<file path="src/rcs_regs.svh">
`ifndef RCS_REGS_SVH
`define RCS_REGS_SVH

// Minimum power-up reset hold time in microseconds
`define RCS_POR_HOLD_US      3000
// Clock rate in MHz
`define RCS_CLK_MHZ          250
// Cycles for the minimum hold, the exact product of hold time and clock rate
`define RCS_POR_HOLD_CYC     (`RCS_POR_HOLD_US * `RCS_CLK_MHZ)
// Default number of strap pins
`define RCS_STRAP_W          4
// Position of the reference-select strap
`define RCS_STRAP_REF_BIT    0
// Reference select encoding after reset without a strap override
`define RCS_REF_RESET        1'b0
// Reset value of the PLL power-down bit
`define RCS_PLL_POWER_DOWN_BIT_RESET      1'b0

`endif

</file>
<file path="src/rcs_pkg.sv">
package rcs_pkg;

   typedef enum logic [1:0] {
      RCS_ST_POR   = 2'b00,
      RCS_ST_HOLD  = 2'b01,
      RCS_ST_SYNC  = 2'b10,
      RCS_ST_RUN   = 2'b11
   } rcs_state_t;

   typedef enum logic {
      RCS_REF_XTAL = 1'b0,
      RCS_REF_BCLK = 1'b1
   } rcs_ref_t;

   // Clock configuration from the initializing party
   typedef struct packed {
      logic       ref_wr;
      rcs_ref_t   ref_sel;
      logic       stop;
      logic       osc_fitted;
      logic       ssi_master;
   } rcs_cfg_t;

   // Clock-tree controls towards the PLL and clock gates
   typedef struct packed {
      rcs_ref_t   ref_sel;
      logic       pll_power_down_bit;
      logic       cpu_clk_en;
      logic       codec_from_pll;
      logic       ssi_from_pll;
      logic       sys_on_ref;
   } rcs_clk_ctl_t;

endpackage

</file>
<file path="src/rcs_hold_timer.sv">
`timescale 1ns/1ps
`default_nettype none
`include "rcs_regs.svh"

module rcs_hold_timer #(
   parameter int unsigned CYCLES = `RCS_POR_HOLD_CYC
) (
   // Clock and reset
   input  wire logic clk,
   input  wire logic resetn,
   input  wire logic ce,
   // Control
   input  wire logic restart,
   output var  logic done
);
   localparam int W = $clog2(CYCLES + 1);

   typedef struct packed {
      logic [W-1:0] cnt;
      logic         done;
   } rcs_ht_state_t;

   rcs_ht_state_t st;
   rcs_ht_state_t next_st;

   initial begin
      if (CYCLES < 1) begin
         $error("rcs_hold_timer: CYCLES must be at least 1");
      end
   end

   always_comb begin
      next_st = st;
      if (restart) begin
         next_st.cnt  = '0;
         next_st.done = 1'b0;
      end else if (!st.done) begin
         next_st.cnt = st.cnt + W'(1);
         if (st.cnt == W'(CYCLES - 1)) begin
            next_st.done = 1'b1;
         end
      end
   end

   always_ff @(posedge clk or negedge resetn) begin
      if (!resetn) begin
         st <= '0;
      end else if (ce) begin
         st <= next_st;
      end
   end

   assign done = st.done;
endmodule

`default_nettype wire

</file>
<file path="src/rcs_strap_latch.sv">
`timescale 1ns/1ps
`default_nettype none

module rcs_strap_latch #(
   parameter int unsigned W = 4
) (
   // Clock and reset
   input  wire logic         clk,
   input  wire logic         resetn,
   input  wire logic         ce,
   // Capture control
   input  wire logic         capture,
   input  wire logic [W-1:0] pin_in,
   output var  logic [W-1:0] value
);
   typedef struct packed {
      logic [W-1:0] value;
   } rcs_sl_state_t;

   rcs_sl_state_t st;
   rcs_sl_state_t next_st;

   initial begin
      if (W < 1) begin
         $error("rcs_strap_latch: W must be at least 1");
      end
   end

   always_comb begin
      next_st = st;
      if (capture) begin
         next_st.value = pin_in;
      end
   end

   always_ff @(posedge clk or negedge resetn) begin
      if (!resetn) begin
         st <= '0;
      end else if (ce) begin
         st <= next_st;
      end
   end

   assign value = st.value;
endmodule

`default_nettype wire

</file>
<file path="src/rcs_reset_clock_ctl.sv">
`timescale 1ns/1ps
`default_nettype none
`include "rcs_regs.svh"

module rcs_reset_clock_ctl
   import rcs_pkg::*;
#(
   parameter int unsigned STRAP_W   = `RCS_STRAP_W,
   parameter int unsigned REF_BIT   = `RCS_STRAP_REF_BIT,
   parameter int unsigned HOLD_CYC  = `RCS_POR_HOLD_CYC
) (
   // Clock, reset and enable
   input  wire logic                   clk,
   input  wire logic                   resetn,
   input  wire logic                   ce,
   // Reset sources
   input  wire logic                   power_on_reset_n,
   input  wire logic                   wdt_event,
   // Strap pins
   input  wire logic [STRAP_W-1:0]     strap_in,
   output var  logic [STRAP_W-1:0]     strap_out,
   output var  logic [STRAP_W-1:0]     strap_oe,
   output var  logic                   strap_pull_en,
   output var  logic [STRAP_W-1:0]     strap_value,
   // Configuration from the initializing party
   input  wire rcs_pkg::rcs_cfg_t      cfg,
   // Reset and clock controls
   output var  logic                   sys_reset_n,
   output var  logic                   por_active,
   output var  rcs_pkg::rcs_clk_ctl_t  clk_ctl
);
   import rcs_pkg::*;

   typedef struct packed {
      rcs_state_t   state;
      logic         capture;
      logic         sys_reset_n;
      logic         por_active;
      logic         pull_en;
      rcs_clk_ctl_t ctl;
   } rcs_state_all_t;

   rcs_state_all_t st;
   rcs_state_all_t next_st;

   logic               hold_restart;
   logic               hold_done;
   logic [STRAP_W-1:0] straps;

   initial begin
      if (STRAP_W < 1 || REF_BIT >= STRAP_W) begin
         $error("rcs_reset_clock_ctl: REF_BIT must lie within STRAP_W");
      end
      if (HOLD_CYC < 1) begin
         $error("rcs_reset_clock_ctl: HOLD_CYC must be at least 1");
      end
   end

   // Restart the minimum hold whenever any reset source is active
   assign hold_restart = !power_on_reset_n || wdt_event;

   rcs_hold_timer #(
      .CYCLES (HOLD_CYC)
   ) u_hold (
      .clk     (clk),
      .resetn  (resetn),
      .ce      (ce),
      .restart (hold_restart),
      .done    (hold_done)
   );

   rcs_strap_latch #(
      .W (STRAP_W)
   ) u_straps (
      .clk     (clk),
      .resetn  (resetn),
      .ce      (ce),
      .capture (st.capture),
      .pin_in  (strap_in),
      .value   (straps)
   );

   // Derive the clock tree controls from configuration and stop state
   function automatic rcs_clk_ctl_t clk_tree(input rcs_ref_t r,
                                             input rcs_cfg_t c);
      rcs_clk_ctl_t t;
      t.ref_sel            = r;
      t.pll_power_down_bit = c.stop;
      t.cpu_clk_en         = !c.stop;
      t.sys_on_ref         = c.stop;
      t.codec_from_pll     = !c.osc_fitted && !c.stop;
      t.ssi_from_pll       = c.ssi_master && !c.stop;
      return t;
   endfunction

   always_comb begin
      next_st         = st;
      next_st.capture = 1'b0;
      unique case (st.state)
         RCS_ST_POR: begin
            // Straps float with pulls on while the input is low
            next_st.sys_reset_n = 1'b0;
            next_st.pull_en     = 1'b1;
            next_st.por_active  = 1'b1;
            if (power_on_reset_n) begin
               next_st.capture = 1'b1;
               next_st.state   = RCS_ST_HOLD;
            end
         end
         RCS_ST_HOLD: begin
            next_st.pull_en = 1'b0;
            if (hold_done) begin
               next_st.state = RCS_ST_SYNC;
            end
         end
         RCS_ST_SYNC: begin
            // Load defaults, reference from the strap, then release
            next_st.ctl         = clk_tree(rcs_ref_t'(straps[REF_BIT]),
                                           '0);
            next_st.ctl.pll_power_down_bit = `RCS_PLL_POWER_DOWN_BIT_RESET;
            next_st.sys_reset_n = 1'b1;
            next_st.por_active  = 1'b0;
            next_st.state       = RCS_ST_RUN;
         end
         RCS_ST_RUN: begin
            next_st.ctl = clk_tree(cfg.ref_wr ? cfg.ref_sel : st.ctl.ref_sel,
                                   cfg);
         end
      endcase
      // Watchdog reset: same internal reset, no strap handling
      if (wdt_event && st.state != RCS_ST_POR) begin
         next_st.sys_reset_n = 1'b0;
         next_st.ctl.cpu_clk_en = 1'b0;
         next_st.state       = RCS_ST_HOLD;
      end
      // Power-up reset overrides and includes the watchdog actions
      if (!power_on_reset_n) begin
         next_st.state       = RCS_ST_POR;
         next_st.sys_reset_n = 1'b0;
         next_st.pull_en     = 1'b1;
         next_st.por_active  = 1'b1;
         next_st.ctl.cpu_clk_en = 1'b0;
      end
   end

   always_ff @(posedge clk or negedge resetn) begin
      if (!resetn) begin
         st                        <= '0;
         st.state                  <= RCS_ST_POR;
         st.pull_en                <= 1'b1;
         st.por_active             <= 1'b1;
         st.ctl.ref_sel            <= rcs_ref_t'(`RCS_REF_RESET);
         st.ctl.pll_power_down_bit <= `RCS_PLL_POWER_DOWN_BIT_RESET;
      end else if (ce) begin
         st <= next_st;
      end
   end

   // Strap pins are never driven; pulls are enabled during power-up reset
   assign strap_out     = '0;
   assign strap_oe      = '0;
   assign strap_pull_en = st.pull_en;
   assign strap_value   = straps;
   assign sys_reset_n   = st.sys_reset_n;
   assign por_active    = st.por_active;
   assign clk_ctl       = st.ctl;
endmodule

`default_nettype wire

</file>
<file path="config.mk">
export PLATFORM = sky130hd
export DESIGN_NAME = rcs_reset_clock_ctl
export DESIGN_NICKNAME = d
export VERILOG_FILES = /design/src/rcs_pkg.sv /design/src/rcs_hold_timer.sv /design/src/rcs_strap_latch.sv /design/src/rcs_reset_clock_ctl.sv
export VERILOG_INCLUDE_DIRS = /design/src /design/src/src
export SDC_FILE = /design/constraint.sdc
export NUM_CORES = 1
export LEC_CHECK = 0
export ABC_AREA = 0
export BUFFER_PORTS_ARGS = -buffer_cell sky130_fd_sc_hd__buf_2
export CAP_MARGIN = 30
export CORE_MARGIN = 2
export CORE_UTILIZATION = 56
export DETAILED_ROUTE_END_ITERATION = 8
export PLACE_DENSITY_LB_ADDON = 0.1
export SLEW_MARGIN = 15
export SYNTH_ARGS = -nofsm -noshare
export SYNTH_HDL_FRONTEND = slang
export SYNTH_SLANG_ARGS = --single-unit
</file>
<file path="constraint.sdc">
create_clock -name clk -period 1.9 [get_ports clk]
set_input_delay 0.095 -clock clk [delete_from_list [all_inputs] [get_ports clk]]
set_output_delay 0.095 -clock clk [all_outputs]
set_load 0.01 [all_outputs]
</file>
==> qor.txt, run 1 <==
Max Root-Sink Buffers: 2
Worst-path fanout max: 6
Port Buf Inserts: 26
Reg2Reg Setup Slack: 0.07 ns
Clk Latency, worst-skew pair: 0.29 ns
Overflow after GRT: 0
N_diodes: 0
Hold depth: 2
Most common cell after layout, fill and taps aside: dfrtp_1
Initial DRC count: 155
Die Wd: 64.8 µm
Worst Path Required: 2.13 ns
Area delta synth->final: 16.5%
Non-Filler Instances: 308
Post-DRT Antenna Nets: 0
FFs w/ async S/R, synth: 1.00
DR vias: 1794
Worst vdd ir: 0.495 mV
Max-cap viol count: 0
Setup CP Type: reg2reg
Die area: 4190 µm²
GPL Wtd Cong: 0.917
Met3 GRT Util: 0.0590
Leak Pwr: 1.10 nW
Avg WL per Cell: 15.1 µm
Hold Path Class: in2reg
H-tree levels: 2
GRT busiest layer: met2
Setup ws final: 0.0732 ns
Largest net degree at the start of global routing: 37
Power after layout: 2.27 mW
Placed cells: 299
Ys Warns: 0
Slew Limit Headroom: 0.472
HPWL Detailed: 3390 µm
Vias/cell: 5.82
Area fraction of the dominant cell type after synthesis: 0.412
Setup repair bufs after CTS: 0
Crit path cell chain: ha_2 -> nand4_1 -> or4_4 -> or4_1 -> nand3_1
Slew Limit Fails: 0
CTS Root Cell: clkbuf_8
Initial antenna violation count: 0
Reg area: 903 µm²
Max Freq: 0.547 GHz
Reg2reg start: u_hold.st[1]
Vias in the first global route: 1659
TritonCTS clock tree: yes
Cell count after synthesis: 220
Final Hold Vio Count: 0
Part of the Yosys area used for sequential elements: 0.437
Largest cells by area after synthesis: dfrtp_1, buf_4, nand2_1, o21ai_0, ha_1
Final nets: 278
Reg-to-reg endpoint: u_hold.st[19]
Met1 usage: 0.305
Worst Path Buf+Inv: 0
DRC viols: 0
Sink Count: 36
Worst Setup End Kind: flip-flop
Run status: finished clean
Pre-CTS setup slack: 0.0563 ns
Crit-path slowest cell: or4_4
Unrepaired setup endpoints after global routing: no
Setup TNS: 0 ns
Fin util: 0.668
Worst-Margin Slew: 0.792 ns
Layout cell share with drive strength beyond 1: 0.246
Synth cell types: 49
M2 GR Usage: 0.401
DR pass1 iterations: 4
Setup Skew: 0.00623 ns
Multi-input gate area: 1030 µm²
CP top delay family: simple AND/OR/NAND/NOR gates
Core Area: 3610 µm²
Hold Path Origin: strap_in[0]
First-pass GRT wire length: 7730 µm
CTS clk-pin slew, worst paths: 0.08 ns
Most frequent cells in the layout: dfrtp_1, buf_2, nand2_1
Yosys reg bits: 36
Syn avg cell area: 9.40 µm²
Row count: 22
Post-route minimum period: 1.83 ns
Top_reg_cell synth: dfrtp_1
Die H: 64.8 µm
R2R depth: 5
CP arrival: 2.06 ns
Yosys top cell by area: dfrtp_1
Tcrit/Tclk final: 0.961
GRT Resource Usage Total: 0.241
Power per cell area: 942 nW/µm²
Initial Util: 0.573
Post-synth EDFFs: 0
Max incr delay on CP: 0.53 ns
WL final: 4660 µm
CTS buffer count: 5
Netlist Area Pre-Place: 2070 µm²
CP Launch Type: flip-flop
Hold Path Sink: u_straps.value[0]
IO Pins: 35
# fillers: 303
Count of final setup violators: 0
[power breakdown]
part | internal (mW) | total, mW | switching (mW)
clock network | 0.388 | 0.675 | 0.287
logic | 0.278 | 0.603 | 0.325
registers | 0.905 | 0.991 | 0.0856
[worst max path at each step]
stage                             from            end  cells past startpoint
final                     u_hold.st[1]  u_hold.st[19]                      5
after global routing      u_hold.st[1]  u_hold.st[15]                      5
after CTS                 u_hold.st[1]  u_hold.st[19]                      5
after detailed placement  u_hold.st[1]  u_hold.st[19]                      5
after global placement    u_hold.st[1]  u_hold.st[19]                      5
after floorplan                 st[10]         st[10]                      6
[cells in the mapped netlist (all sizes together) (2+ instances only)]
library cell	number
nand2	23
dfrtp	34
clkbuf	3
nand2b	4
inv	10
o31ai	6
a31oi	2
xor2	2
nand4	7
or4	8
xnor2	2
ha	5
o21ai	13
a21oi	11
nand3	11
buf	16
o311ai	2
mux2	4
and4	2
and3	4
o211ai	7
mux2i	2
o41ai	2
dfstp	2
nor2	15
or3	3
nor4	3
nand3b	2
[layout make-up]
cell class / count / share of cell area
Clock inverter: 3 / 0.0177
Tap cell: 48 / 0.0249
Multi-Input combinational cell: 162 / 0.427
Inverter: 10 / 0.0156
Sequential cell: 36 / 0.375
Timing Repair Buffer: 44 / 0.111
Clock buffer: 5 / 0.0286
[state kept, by name (all words and copies together) (netlist names)]
| name | cells |
|---|---|
| clk_ctl | 5 |
| por_active | 1 |
| st | 3 |
| strap_pull_en | 1 |
| sys_reset_n | 1 |
| u_hold.done | 1 |
| u_hold.st | 20 |
| u_straps.value | 4 |
[through the flow]
step,hold WS (ns),cell area (µm²)
2_1_floorplan,-0.201,2090
3_3_place_gp,0.223,2280
3_5_place_dp,0.220,2280
4_1_cts,0.0265,2410
5_1_grt,0.0291,2410
6_report,0.0318,2410
[what timing repair did]
item / in CTS / in global routing
gates resized for setup: 0 / 2
hold endpoints to repair: 34 / 0
endpoints found under the setup margin: 0 / 4
hold buffers: 1 / 0
[kinds of logic after synthesis]
logic type	share of synthesized area
buffers and inverters	0.0793
AO/OA/AOI/OAI	0.160
adder cells (fa/ha/maj)	0.0303
XOR/XNOR	0.0170
other	0.00181
flip-flops	0.437
AND/OR/NAND/NOR	0.243
multiplexers	0.0315
[metal layers]
layer / routed length (µm) / part of all wire
met3: 247 / 0.053
met4: 94 / 0.020
met2: 2310 / 0.50
met1: 2000 / 0.43
met5: 0 / 0
(Power assumes the default switching activity.)
==> run 2, diff against run 1 <==
Settings changed: GPL_TIMING_DRIVEN set to 1, PLACE_DENSITY set to 0.8, PLACE_DENSITY_LB_ADDON 0.1 to not set.
==> run 2 against run 1 <==
Net effect: critical path depth unchanged; clock power down 25%; die area unchanged; core utilization down 1.2 points; final area down 1.8%; sequential power down 0.7%; combinational power down 2%; largest power group unchanged.
==> qor.txt, run 2 (synthesis results as in run 1) <==
Run status: finished clean (unchanged)
Power after layout: 2.09 mW (was 2.27 mW)
Most frequent cells in the layout: dfrtp_1, buf_2, nand2_1 (unchanged)
Hold Path Origin: strap_in[1] (was strap_in[0])
Tcrit/Tclk final: 0.954 (was 0.961)
DR vias: 1796 (was 1794)
Reg-to-reg endpoint: u_hold.st[19] (unchanged)
R2R depth: 5 (unchanged)
WL final: 4370 µm (was 4660 µm)
Setup repair bufs after CTS: 0 (unchanged)
Multi-input gate area: 1030 µm² (about the same)
Overflow after GRT: 0 (unchanged)
Initial antenna violation count: 0 (unchanged)
CTS clk-pin slew, worst paths: 0.07 ns (was 0.08 ns)
Vias in the first global route: 1695 (was 1659)
Final Cell Area: 2370 µm² (was 2410 µm²)
CTS Root Cell: clkbuf_8 (unchanged)
Initial Util: 0.573 (unchanged)
Hold Path Class: in2reg (unchanged)
Max Freq: 0.551 GHz (was 0.547 GHz)
Max FFs per register: 20 (unchanged)
Initial DRC count: 85 (was 155)
Final nets: 277 (was 278)
Core Area: 3610 µm² (unchanged)
GRT Resource Usage Total: 0.241 (about the same)
N_diodes: 0 (unchanged)
Post-route minimum period: 1.81 ns (was 1.83 ns)
DP Area: 2280 µm² (about the same)
Row count: 22 (unchanged)
Layout cell share with drive strength beyond 1: 0.236 (was 0.246)
Slew Limit Fails: 0 (unchanged)
Most common cell after layout, fill and taps aside: dfrtp_1 (unchanged)
Final Hold Vio Count: 0 (unchanged)
Worst-Margin Slew: 0.777 ns (was 0.792 ns)
Sink Count: 36 (unchanged)
Top reg by flops: u_hold.st (unchanged)
Worst vdd ir: 0.582 mV (was 0.495 mV)
Worst Setup End Kind: flip-flop (unchanged)
CP Launch Type: flip-flop (unchanged)
Max Root-Sink Buffers: 2 (unchanged)
Die Wd: 64.8 µm (unchanged)
Reg area: 905 µm² (was 903 µm²)
Post-DRT Antenna Nets: 0 (unchanged)
Largest net degree at the start of global routing: 37 (unchanged)
Setup TNS: 0 ns (unchanged)
Unrepaired setup endpoints after global routing: no (unchanged)
First-pass GRT wire length: 7750 µm (was 7730 µm)
CP arrival: 2.04 ns (was 2.06 ns)
Leak Pwr: 1.08 nW (was 1.10 nW)
CTS buffer count: 5 (unchanged)
Count of final setup violators: 0 (unchanged)
Placed cells: 298 (was 299)
GPL Wtd Cong: 0.821 (was 0.917)
# fillers: 293 (was 303)
Worst Path Required: 2.13 ns (about the same)
Critical path startpoint: u_hold.st[1] (unchanged)
Clk Latency, worst-skew pair: 0.29 ns (about the same)
Non-Filler Instances: 306 (was 308)
DR pass1 iterations: 4 (unchanged)
TritonCTS clock tree: yes (unchanged)
Slew Limit Headroom: 0.482 (was 0.472)
Max-cap viol count: 0 (unchanged)
H-tree levels: 2 (unchanged)
Setup CP Type: reg2reg (unchanged)
DRC viols: 0 (unchanged)
Reg2reg start: u_hold.st[1] (unchanged)
Hold depth: 2 (unchanged)
Avg WL per Cell: 14.3 µm (was 15.1 µm)
IO Pins: 35 (unchanged)
Power per cell area: 882 nW/µm² (was 942 nW/µm²)
Setup Skew: 0.00240 ns (was 0.00623 ns)
Port Buf Inserts: 26 (unchanged)
Die area: 4190 µm² (unchanged)
Worst-path fanout max: 4 (was 6)
Crit path capture: u_hold.st[19] (unchanged)
Die H: 64.8 µm (unchanged)
Reg2Reg Setup Slack: 0.09 ns (was 0.07 ns)
Area delta synth->final: 14.5% (was 16.5%)
HPWL Detailed: 3180 µm (was 3390 µm)
Vias/cell: 5.87 (was 5.82)
-- run 2: repair_timing --
action / CTS / global route
hold buffers: 1 / 0
gates resized for setup: 0 / 2
endpoints found under the hold margin: 34 / 0
endpoints found under the setup margin: 0 / 2
-- run 2: critical path: stages, from the launching register on --
cell and delay [ns]:
dfrtp_1 0.38, ha_1 0.22, nand4_1 0.13, or4_4 0.54, or4_1 0.40, nand3_1 0.09
-- run 2: stage by stage --
stage | worst slack, ns | hold WS, ns | utilization
6_report | 0.0867 | 0.0354 | 0.656
4_1_cts | 0.0951 | 0.0345 | 0.656
3_5_place_dp | 0.114 | 0.222 | 0.632
5_1_grt | 0.000315 | 0.0374 | 0.656
3_3_place_gp | 0.176 | 0.224 | 0.632
2_1_floorplan | 0.148 | -0.201 | -
-- run 2: how the worst min path moves through the flow --
stage | slack, ns | end
2_1_floorplan | -0.20 | clk_ctl[1]
3_3_place_gp | 0.22 | clk_ctl[1]
3_5_place_dp | 0.22 | clk_ctl[5]
4_1_cts | 0.03 | clk_ctl[1]
5_1_grt | 0.04 | u_straps.value[2]
6_report | 0.04 | u_straps.value[1]
-- run 2: cell type report --
cell class / count / share of cell area
Multi-Input combinational cell: 162 / 0.434
Inverter: 10 / 0.0159
Clock inverter: 1 / 0.00212
Sequential cell: 36 / 0.382
Clock buffer: 6 / 0.0307
Timing Repair Buffer: 43 / 0.110
Tap cell: 48 / 0.0254
-- run 2: per-layer routing --
layer / track usage / wire (µm)
met5: 0 / 0
met4: 0.0851 / 61
met3: 0.0486 / 256
met2: 0.362 / 2000
met1: 0.347 / 2060
-- run 2: where the power goes --
group,total (mW),internal [mW],switching [mW],leakage (nW)
Combinational,0.592,0.275,0.318,0.567
Sequential,0.984,0.905,0.0788,0.474
Clock,0.509,0.249,0.260,0.0410
